**src/logic/aogt_pkg.sv**
```systemverilog
/*
 * shared constants for the converter trim register bank.
 * assumes byte addresses on a 10-bit plain register port, 16-bit data.
 */
package aogt_pkg;
   // ----------------------------------------
   // bus shape
   // ----------------------------------------
   localparam int ADDR_W = 10;
   localparam int DATA_W = 16;
   localparam int OFS_W = 12;
   localparam int GAIN_W = 5;
   // ----------------------------------------
   // trim storage entries
   // ----------------------------------------
   localparam int NUM_TRIMS = 9;
   localparam int IDX_W = 4;
   localparam logic [3:0] IDX_C2A_OFS = 4'h0;
   localparam logic [3:0] IDX_C2B_OFS = 4'h1;
   localparam logic [3:0] IDX_C3C_OFS = 4'h2;
   localparam logic [3:0] IDX_C3D_OFS = 4'h3;
   localparam logic [3:0] IDX_C4_OFS = 4'h4;
   localparam logic [3:0] IDX_C5_OFS = 4'h5;
   localparam logic [3:0] IDX_C0_GAIN = 4'h6;
   localparam logic [3:0] IDX_C1_GAIN = 4'h7;
   localparam logic [3:0] IDX_C2A_GAIN = 4'h8;
   localparam logic [3:0] IDX_NONE = 4'hF;
   // ----------------------------------------
   // register offsets
   // ----------------------------------------
   localparam logic [9:0] CORE2_INPUTA_OFFSET_TRIM = 10'h334;
   localparam logic [9:0] CORE2_INPUTB_OFFSET_TRIM = 10'h336;
   localparam logic [9:0] CORE3_INPUTC_OFFSET_TRIM = 10'h338;
   localparam logic [9:0] CORE3_INPUTD_OFFSET_TRIM = 10'h33A;
   localparam logic [9:0] CORE4_OFFSET_TRIM = 10'h33C;
   localparam logic [9:0] CORE5_OFFSET_TRIM = 10'h33E;
   localparam logic [9:0] CORE0_FINE_GAIN_TRIM = 10'h360;
   localparam logic [9:0] CORE1_FINE_GAIN_TRIM = 10'h361;
   localparam logic [9:0] CORE2_INPUTA_FINE_GAIN_TRIM = 10'h362;
   localparam logic [9:0] TRIM_STATUS = 10'h3F0;
   localparam logic [9:0] TRIM_CONTROL = 10'h3F2;
   // ----------------------------------------
   // fields and reset values
   // ----------------------------------------
   localparam logic [15:0] OFS_REG_MASK = 16'hFFFF;
   localparam logic [15:0] GAIN_REG_MASK = 16'h00FF;
   localparam logic [15:0] TRIM_RESET = 16'h0000;
   localparam int STAT_FUSE_DONE = 0;
   localparam int STAT_CAL_CLASH = 1;
   localparam int CTRL_RELOAD = 0;
endpackage : aogt_pkg

```
**src/logic/aogt_fuse_loader.sv**
```systemverilog
/*
 * walks the fuse storage once after reset or on request and hands each
 * default word to the trim bank.
 * assumes fuse storage on the same clock answers one cycle after a read.
 */
`timescale 1ns/1ns
module aogt_fuse_loader #(
   parameter int NUM = aogt_pkg::NUM_TRIMS
) (
   input wire logic i_core_clk,
   input wire logic i_reset,
   input wire logic i_start,
   output logic [aogt_pkg::IDX_W-1:0] o_fuse_addr,
   output logic o_fuse_rd,
   input wire logic [aogt_pkg::DATA_W-1:0] i_fuse_data,
   output logic o_load_we,
   output logic [aogt_pkg::IDX_W-1:0] o_load_idx,
   output logic [aogt_pkg::DATA_W-1:0] o_load_data,
   output logic o_done
);
   typedef enum logic [0:0] {ST_IDLE, ST_WALK} aogt_load_state_type;
   aogt_load_state_type state;
   logic pending;
   logic rd_q;
   logic [aogt_pkg::IDX_W-1:0] addr_q;
   logic [aogt_pkg::IDX_W-1:0] last_idx;

   // the first walk starts by itself once reset is released
   always_ff @(posedge i_core_clk or posedge i_reset) begin
      if (i_reset) begin
         pending <= 1'b1;
      end else if (state == ST_IDLE) begin
         pending <= i_start;
      end else if (i_start) begin
         pending <= 1'b1;
      end
   end

   always_ff @(posedge i_core_clk or posedge i_reset) begin
      if (i_reset) begin
         state <= ST_IDLE;
         o_fuse_addr <= '0;
         o_fuse_rd <= 1'b0;
      end else begin
         unique case (state)
            ST_IDLE: begin
               o_fuse_rd <= pending;
               o_fuse_addr <= '0;
               if (pending) begin
                  state <= ST_WALK;
               end
            end
            ST_WALK: begin
               if (o_fuse_addr == aogt_pkg::IDX_W'(NUM - 1)) begin
                  o_fuse_rd <= 1'b0;
                  state <= ST_IDLE;
               end else begin
                  o_fuse_addr <= o_fuse_addr + 1'b1;
               end
            end
         endcase
      end
   end

   // the fuse word answers a cycle after its strobe, so strobe and index
   // wait one stage to meet their own data
   always_ff @(posedge i_core_clk or posedge i_reset) begin
      if (i_reset) begin
         rd_q <= 1'b0;
         addr_q <= '0;
         o_load_we <= 1'b0;
         o_load_idx <= '0;
         o_load_data <= '0;
         last_idx <= '0;
      end else begin
         rd_q <= o_fuse_rd;
         addr_q <= o_fuse_addr;
         o_load_we <= rd_q;
         o_load_idx <= addr_q;
         last_idx <= addr_q;
         o_load_data <= i_fuse_data;
      end
   end

   // done stays low during a walk and rises on the same edge that writes the last entry
   always_ff @(posedge i_core_clk or posedge i_reset) begin
      if (i_reset) begin
         o_done <= 1'b0;
      end else if (pending || o_fuse_rd) begin
         o_done <= 1'b0;
      end else if (o_load_we && last_idx == aogt_pkg::IDX_W'(NUM - 1)) begin
         o_done <= 1'b1;
      end
   end
endmodule : aogt_fuse_loader

```
**src/logic/aogt_trim_select.sv**
```systemverilog
/*
 * picks the offset trim cores 2 and 3 apply from the input pair each samples.
 * assumes the pair selects come from logic on the same clock.
 */
`timescale 1ns/1ns
module aogt_trim_select (
   input wire logic i_core_clk,
   input wire logic i_reset,
   input wire logic i_core2_sel_b,
   input wire logic i_core3_sel_d,
   input wire logic [11:0] i_pair_a_trim,
   input wire logic [11:0] i_pair_b_trim,
   input wire logic [11:0] i_pair_c_trim,
   input wire logic [11:0] i_pair_d_trim,
   output logic [11:0] o_core2_offset,
   output logic [11:0] o_core3_offset
);
   always_ff @(posedge i_core_clk or posedge i_reset) begin
      if (i_reset) begin
         o_core2_offset <= '0;
      end else if (i_core2_sel_b) begin
         o_core2_offset <= i_pair_b_trim;
      end else begin
         o_core2_offset <= i_pair_a_trim;
      end
   end

   always_ff @(posedge i_core_clk or posedge i_reset) begin
      if (i_reset) begin
         o_core3_offset <= '0;
      end else begin
         o_core3_offset <= i_core3_sel_d ? i_pair_d_trim : i_pair_c_trim;
      end
   end
endmodule : aogt_trim_select

```
**src/logic/aogt_trim_regs.sv**
```systemverilog
/*
 * trim register bank: offset and fine gain corrections per converter core,
 * loaded from fuse storage and then open to software on a plain port.
 * assumes a single-cycle master on the same clock and fuse storage
 * that answers one cycle after its read strobe.
 */
`timescale 1ns/1ns

module aogt_trim_regs #(
   parameter int NUM = aogt_pkg::NUM_TRIMS
) (
   input wire logic i_core_clk,
   input wire logic i_reset,
   input wire logic [aogt_pkg::ADDR_W-1:0] i_addr,
   input wire logic [aogt_pkg::DATA_W-1:0] i_wdata,
   input wire logic i_wr,
   input wire logic i_rd,
   output logic [aogt_pkg::DATA_W-1:0] o_rdata,
   output logic [aogt_pkg::IDX_W-1:0] o_fuse_addr,
   output logic o_fuse_rd,
   input wire logic [aogt_pkg::DATA_W-1:0] i_fuse_data,
   input wire logic i_offset_cal_busy,
   input wire logic i_core2_sel_b,
   input wire logic i_core3_sel_d,
   output logic [aogt_pkg::OFS_W-1:0] o_core2_offset,
   output logic [aogt_pkg::OFS_W-1:0] o_core3_offset,
   output logic [aogt_pkg::OFS_W-1:0] o_core4_offset,
   output logic [aogt_pkg::OFS_W-1:0] o_core5_offset,
   output logic [aogt_pkg::GAIN_W-1:0] o_core0_gain,
   output logic [aogt_pkg::GAIN_W-1:0] o_core1_gain,
   output logic [aogt_pkg::GAIN_W-1:0] o_core2_gain,
   output logic o_fuse_done
);
   // ----------------------------------------
   // declarations
   // ----------------------------------------
   logic [aogt_pkg::DATA_W-1:0] trim [NUM];
   logic [aogt_pkg::IDX_W-1:0] wr_idx;
   logic [aogt_pkg::IDX_W-1:0] rd_idx;
   logic wr_hit;
   logic rd_hit;
   logic wr_is_ofs;
   logic rd_is_ofs;
   logic load_we;
   logic [aogt_pkg::IDX_W-1:0] load_idx;
   logic [aogt_pkg::DATA_W-1:0] load_data;
   logic fuse_done;
   logic reload;
   logic cal_clash;
   logic next_cal_clash;
   logic [aogt_pkg::DATA_W-1:0] next_rdata;
   logic [aogt_pkg::DATA_W-1:0] status_word;

   // ----------------------------------------
   // address decode
   // ----------------------------------------
   function automatic logic [aogt_pkg::IDX_W-1:0] trim_index(
      input logic [aogt_pkg::ADDR_W-1:0] addr
   );
      logic [aogt_pkg::IDX_W-1:0] idx;
      idx = aogt_pkg::IDX_NONE;
      unique case (addr)
         aogt_pkg::CORE2_INPUTA_OFFSET_TRIM: idx = aogt_pkg::IDX_C2A_OFS;
         aogt_pkg::CORE2_INPUTB_OFFSET_TRIM: idx = aogt_pkg::IDX_C2B_OFS;
         aogt_pkg::CORE3_INPUTC_OFFSET_TRIM: idx = aogt_pkg::IDX_C3C_OFS;
         aogt_pkg::CORE3_INPUTD_OFFSET_TRIM: idx = aogt_pkg::IDX_C3D_OFS;
         aogt_pkg::CORE4_OFFSET_TRIM: idx = aogt_pkg::IDX_C4_OFS;
         aogt_pkg::CORE5_OFFSET_TRIM: idx = aogt_pkg::IDX_C5_OFS;
         aogt_pkg::CORE0_FINE_GAIN_TRIM: idx = aogt_pkg::IDX_C0_GAIN;
         aogt_pkg::CORE1_FINE_GAIN_TRIM: idx = aogt_pkg::IDX_C1_GAIN;
         aogt_pkg::CORE2_INPUTA_FINE_GAIN_TRIM: idx = aogt_pkg::IDX_C2A_GAIN;
         default: idx = aogt_pkg::IDX_NONE;
      endcase
      return idx;
   endfunction : trim_index

   // offset entries sit below the gain entries in the index space
   function automatic logic index_is_offset(
      input logic [aogt_pkg::IDX_W-1:0] idx
   );
      return idx <= aogt_pkg::IDX_C5_OFS;
   endfunction : index_is_offset

   function automatic logic [aogt_pkg::DATA_W-1:0] entry_mask(
      input logic [aogt_pkg::IDX_W-1:0] idx
   );
      logic [aogt_pkg::DATA_W-1:0] mask;
      mask = aogt_pkg::GAIN_REG_MASK;
      if (index_is_offset(idx)) begin
         mask = aogt_pkg::OFS_REG_MASK;
      end
      return mask;
   endfunction : entry_mask

   always_comb begin
      wr_idx = trim_index(i_addr);
      rd_idx = trim_index(i_addr);
      wr_hit = i_wr && (wr_idx != aogt_pkg::IDX_NONE);
      rd_hit = i_rd && (rd_idx != aogt_pkg::IDX_NONE);
      wr_is_ofs = wr_hit && index_is_offset(wr_idx);
      rd_is_ofs = rd_hit && index_is_offset(rd_idx);
   end

   // ----------------------------------------
   // fuse default loading
   // ----------------------------------------
   aogt_fuse_loader #(
      .NUM(NUM)
   ) u_fuse_loader (
      .i_core_clk(i_core_clk),
      .i_reset(i_reset),
      .i_start(reload),
      .o_fuse_addr(o_fuse_addr),
      .o_fuse_rd(o_fuse_rd),
      .i_fuse_data(i_fuse_data),
      .o_load_we(load_we),
      .o_load_idx(load_idx),
      .o_load_data(load_data),
      .o_done(fuse_done)
   );

   assign o_fuse_done = fuse_done;

   // ----------------------------------------
   // trim storage
   // ----------------------------------------
   // a software write in the same cycle as a fuse load of the same entry
   // wins: the load is the older value and software is the later intent.
   // offset reserved bits are stored as written; gain entries keep only the low byte of a write.
   genvar g;
   generate
      for (g = 0; g < NUM; g++) begin : g_trim
         localparam logic [aogt_pkg::IDX_W-1:0] ME = aogt_pkg::IDX_W'(g);
         always_ff @(posedge i_core_clk or posedge i_reset) begin
            if (i_reset) begin
               trim[g] <= aogt_pkg::TRIM_RESET;
            end else if (wr_hit && wr_idx == ME) begin
               trim[g] <= i_wdata & entry_mask(ME);
            end else if (load_we && load_idx == ME) begin
               trim[g] <= load_data & entry_mask(ME);
            end
         end
      end
   endgenerate

   // ----------------------------------------
   // control and status
   // ----------------------------------------
   // reload is a one-cycle request; the loader holds it until it is free
   always_ff @(posedge i_core_clk or posedge i_reset) begin
      if (i_reset) begin
         reload <= 1'b0;
      end else begin
         reload <= i_wr && (i_addr == aogt_pkg::TRIM_CONTROL)
                   && i_wdata[aogt_pkg::CTRL_RELOAD];
      end
   end

   // sticky record of an offset trim touched while offset calibration runs;
   // the hardware cannot block it, so it only reports it. set wins over clear.
   always_comb begin
      next_cal_clash = cal_clash;
      if (i_wr && (i_addr == aogt_pkg::TRIM_STATUS)
          && i_wdata[aogt_pkg::STAT_CAL_CLASH]) begin
         next_cal_clash = 1'b0;
      end
      if (i_offset_cal_busy && (wr_is_ofs || rd_is_ofs)) begin
         next_cal_clash = 1'b1;
      end
   end

   always_ff @(posedge i_core_clk or posedge i_reset) begin
      if (i_reset) begin
         cal_clash <= 1'b0;
      end else begin
         cal_clash <= next_cal_clash;
      end
   end

   always_comb begin
      status_word = '0;
      status_word[aogt_pkg::STAT_FUSE_DONE] = fuse_done;
      status_word[aogt_pkg::STAT_CAL_CLASH] = cal_clash;
   end

   // ----------------------------------------
   // read path
   // ----------------------------------------
   // data stands only in the cycle after the strobe; unmapped reads give zero
   always_comb begin
      next_rdata = '0;
      if (rd_hit) begin
         next_rdata = trim[rd_idx];
      end else if (i_rd && i_addr == aogt_pkg::TRIM_STATUS) begin
         next_rdata = status_word;
      end
   end

   always_ff @(posedge i_core_clk or posedge i_reset) begin
      if (i_reset) begin
         o_rdata <= '0;
      end else begin
         o_rdata <= next_rdata;
      end
   end

   // ----------------------------------------
   // per-core trims
   // ----------------------------------------
   // only the low 12 bits reach the cores; a stray reserved bit written
   // against the software contract cannot disturb the correction
   aogt_trim_select u_trim_select (
      .i_core_clk(i_core_clk),
      .i_reset(i_reset),
      .i_core2_sel_b(i_core2_sel_b),
      .i_core3_sel_d(i_core3_sel_d),
      .i_pair_a_trim(trim[aogt_pkg::IDX_C2A_OFS][aogt_pkg::OFS_W-1:0]),
      .i_pair_b_trim(trim[aogt_pkg::IDX_C2B_OFS][aogt_pkg::OFS_W-1:0]),
      .i_pair_c_trim(trim[aogt_pkg::IDX_C3C_OFS][aogt_pkg::OFS_W-1:0]),
      .i_pair_d_trim(trim[aogt_pkg::IDX_C3D_OFS][aogt_pkg::OFS_W-1:0]),
      .o_core2_offset(o_core2_offset),
      .o_core3_offset(o_core3_offset)
   );

   // offsets travel as plain unsigned codes, no sign extension anywhere
   always_ff @(posedge i_core_clk or posedge i_reset) begin
      if (i_reset) begin
         o_core4_offset <= '0;
      end else begin
         o_core4_offset <= trim[aogt_pkg::IDX_C4_OFS][aogt_pkg::OFS_W-1:0];
      end
   end

   always_ff @(posedge i_core_clk or posedge i_reset) begin
      if (i_reset) begin
         o_core5_offset <= '0;
      end else begin
         o_core5_offset <= trim[aogt_pkg::IDX_C5_OFS][aogt_pkg::OFS_W-1:0];
      end
   end

   // gain fields drop the reserved top bits of each byte
   always_ff @(posedge i_core_clk or posedge i_reset) begin
      if (i_reset) begin
         o_core0_gain <= '0;
      end else begin
         o_core0_gain <= trim[aogt_pkg::IDX_C0_GAIN][aogt_pkg::GAIN_W-1:0];
      end
   end

   always_ff @(posedge i_core_clk or posedge i_reset) begin
      if (i_reset) begin
         o_core1_gain <= '0;
      end else begin
         o_core1_gain <= trim[aogt_pkg::IDX_C1_GAIN][aogt_pkg::GAIN_W-1:0];
      end
   end

   // only the pair A gain is held here; the pair B gain lives elsewhere
   always_ff @(posedge i_core_clk or posedge i_reset) begin
      if (i_reset) begin
         o_core2_gain <= '0;
      end else if (!i_core2_sel_b) begin
         o_core2_gain <= trim[aogt_pkg::IDX_C2A_GAIN][aogt_pkg::GAIN_W-1:0];
      end
   end
endmodule : aogt_trim_regs

```
**config.mk**
```make
export PLATFORM = sky130hd
export DESIGN_NAME = aogt_trim_regs
export DESIGN_NICKNAME = d
export VERILOG_FILES = /design/src/logic/aogt_pkg.sv /design/src/logic/aogt_fuse_loader.sv /design/src/logic/aogt_trim_select.sv /design/src/logic/aogt_trim_regs.sv
export SDC_FILE = /design/constraint.sdc
export NUM_CORES = 1
export LEC_CHECK = 0
export BUFFER_PORTS_ARGS = -buffer_cell sky130_fd_sc_hd__buf_2
export CORE_ASPECT_RATIO = 0.6
export CORE_MARGIN = 5
export CORE_UTILIZATION = 60
export DETAILED_ROUTE_END_ITERATION = 7
export GPL_ROUTABILITY_DRIVEN = 0
export PLACE_DENSITY = 0.84
export SKIP_LAST_GASP = 1
export SYNTH_ARGS = -nofsm -noshare
export SYNTH_HDL_FRONTEND = slang
export SYNTH_SLANG_ARGS = --single-unit
export TNS_END_PERCENT = 100
```
**constraint.sdc**
```tcl
create_clock -name i_core_clk -period 12.3 [get_ports i_core_clk]
set_input_delay 1.845 -clock i_core_clk [delete_from_list [all_inputs] [get_ports i_core_clk]]
set_output_delay 1.845 -clock i_core_clk [all_outputs]
set_load 0.01 [all_outputs]
```
==> impl_metrics.toml <==
[run]
drv_cap = 0

[logic_synthesis]
syn-instance-count = 909
synthFlopType = "dfrtp_1"
yosys_warnings = 0
avgSynthCellArea_um2 = 11.3
synth_seq_cells = 235
synth_async_sr_flop_share_pct = 100
syn-cell-area_mm2 = 0.0103
synth_edf_count = 0
ys_types = 63
seq_area_frac_synth_pct = 57.3
syn_nets = 960

[critical_path]
cp_max_fo = 32
timing.rr.start = "u_fuse_loader.o_load_idx[3]"
critPathLaunch = "i_addr[7]"
crit_slowest_cell = "nor2_2"
critical_path_class = "primary input to register"
max_stage_delay_ns = 1.13
arrival_ns = 5.15
start_kind = "primary input"
cp_data_required_time_ns = 12.62
r2r_end = "trim[126]"
endpoint = "trim[56]"
regToRegSetupSlack_ns = 9.91
path_cells = "buf_2 -> nor2_1 -> nand4b_1 -> a21oi_2 -> nand2_2 -> nor2_2 -> o21ai_0"
endpoint_kind = "register"
rr_worst_depth = 4

[finish]
n_fill_cell = 1231
area_growth_pct = 14.4
final_common_cell = "dfrtp_1"
finalNetCount = 1057
fin_cells = 1253
antenna-diode-count = 0
final_cell_mix = "dfrtp_1 (234), buf_2 (133), mux2i_1 (124), nand2_1 (97), a21oi_1 (67)"
drive_gt1_share_pct = 23.7

[detailed_routing]
top_layer = "met4"
drt_iter0_markers = 822
num_vias = 7707
via_per_inst = 6.15
totalWireLength_mm = 26.8
drt-met1-wl_mm = 11.8
first_pass_iters = 6
ant_nets = 0
wl_met3_mm = 2.80
wl_per_cell_um = 21.4
wl_met2_mm = 11.6
drc = 0

[sta]
slew_violations = 0
fin_setup_tns_ns = 0
rsz0062_at_grt = "no"
worst_slew_margin_rel_pct = 16.5
post-route-period-util_pct = 39.3
setup_viol = 0
max_freq_mhz = 207
worstMarginPinSlew_ns = 1.25
fin_crit_ns = 4.83
hold_violations = 0
clock_skew_ns = 0.00755

[floorplanning]
die-area_mm2 = 0.0199
rows = 37
io_pins = 134
coreArea_mm2 = 0.0170
die_h_um = 111
start_util_pct = 60.5
chipWidth_um = 179

[grt]
grt_max_degree = 162
grt_pass1_vias = 7527
grt_pass1_wl_mm = 42.4
gr-total-overflow = 0
track_usage_pct = 26.9
antenna_found_initial = 0

[hold_path]
hp-class = "register to register"
hold_start = "u_fuse_loader.rd_q"

[pwr]
power.density_mw_per_mm2 = 132
vdd_drop_max_mv = 0.0995
p_total_mw = 1.55
p_leak_nw = 4.77

[cts]
cts_buffer_depth = 3
numCtsBuffers = 21
clkTransAtPathRegs_ns = 0.07
cts_root_buf = "clkbuf_16"
cts_tree = "built"
cts_setup_buffers = 0
clock-sinks = 235
clkLatencyLatePin_ns = 0.50
h-tree-depth = 1
cts_hold_buf = 0
cts_resized = 0

[run_status]
status = "complete, no violations"

[place]
dp_hpwl_mm = 17.4
place_inst = 1217
io_buffer_count = 133
registers in the layout (all words and copies together), names as in the netlist:
register,flops
cal_clash,1
o_core0_gain,5
o_core1_gain,5
o_core2_gain,5
o_core4_offset,12
o_core5_offset,12
o_rdata,16
reload,1
trim,120
u_fuse_loader.addr_q,4
u_fuse_loader.o_done,1
u_fuse_loader.o_fuse_addr,4
u_fuse_loader.o_fuse_rd,1
u_fuse_loader.o_load_data,16
u_fuse_loader.o_load_idx,4
u_fuse_loader.o_load_we,1
u_fuse_loader.pending,1
u_fuse_loader.rd_q,1
u_fuse_loader.state,1
u_trim_select.o_core2_offset,12
u_trim_select.o_core3_offset,12
routing by layer:
metal | up-vias | global-route usage (%)
met2 | 410 | 38.3
li1 | 3418 | -
met3 | 50 | 6.72
met4 | 0 | 5.77
met5 | - | 0
met1 | 3829 | 42.0
worst min path at each step:
stage / depth (start not counted) / end
finish: 0 / u_fuse_loader.o_load_we
global route: 0 / u_fuse_loader.o_load_idx[3]
CTS: 0 / u_fuse_loader.o_load_we
detailed placement: 0 / u_fuse_loader.o_load_idx[1]
global placement: 0 / u_fuse_loader.o_load_idx[1]
floorplan: 0 / u_fuse_loader.o_load_idx[0]
logic make-up after synthesis:
logic type / synth area share [%]
and+or+nand+nor: 10.1
adders and majority gates: 0.244
AOI/OAI and AO/OA: 13.5
muxes: 15.3
xor gates and xnor gates: 0.256
DFF: 57.3
buffers and inverters: 3.37
per-stage QoR:
stage	cell area [um2]	util, %	setup slack, ns	hold slack, ns
finish	11800	69.2	7.47	0.346
global route	11800	69.2	7.11	0.369
CTS	11800	69.2	7.52	0.352
detailed placement	11000	65.0	7.05	0.346
global placement	11000	65.0	7.28	0.334
floorplan	10300	-	4.01	0.331
Yosys cell counts (5+ instances only):
master / number / share of area, %
or3_1: 7 / 0.43
nand4_1: 5 / 0.30
o21ai_0: 45 / 2.2
o221ai_2: 5 / 0.73
o21ai_1: 23 / 1.1
a211o_1: 6 / 0.51
nand3_1: 10 / 0.49
nand2_1: 97 / 3.5
buf_1: 13 / 0.48
o22ai_1: 7 / 0.43
buf_2: 25 / 1.2
o22a_1: 6 / 0.51
nor2_1: 68 / 2.5
a22oi_1: 10 / 0.73
dfrtp_1: 234 / 57
a31o_1: 6 / 0.51
a21oi_2: 7 / 0.60
mux2_2: 29 / 3.2
inv_1: 5 / 0.18
mux2i_1: 124 / 12
clkbuf_1: 31 / 1.1
a21oi_1: 67 / 3.3
o221ai_1: 13 / 1.1
layout make-up:
class / instances / area, um2 / share of cell area (%)
Timing Repair Buffer: 147 / 771 / 6.56
Sequential cell: 235 / 5880 / 50.0
Clock buffer: 30 / 609 / 5.18
Inverter: 5 / 26.3 / 0.224
Multi-Input combinational cell: 596 / 4070 / 34.6
Tap cell: 234 / 293 / 2.49
Clock inverter: 6 / 105 / 0.894
power breakdown:
group / internal [mW] / switching (mW) / total (mW)
clock: 0.407 / 0.279 / 0.686
combinational: 0.0200 / 0.0416 / 0.0615
sequential: 0.786 / 0.0140 / 0.800
total: 1.21 / 0.335 / 1.55
critical path, delay by kind of cell:
family | cells | cell delay, ns
compound gates | 2 | 0.91
buf+inv | 1 | 0.13
simple gates | 4 | 2.25
(Power assumes the default switching activity.)
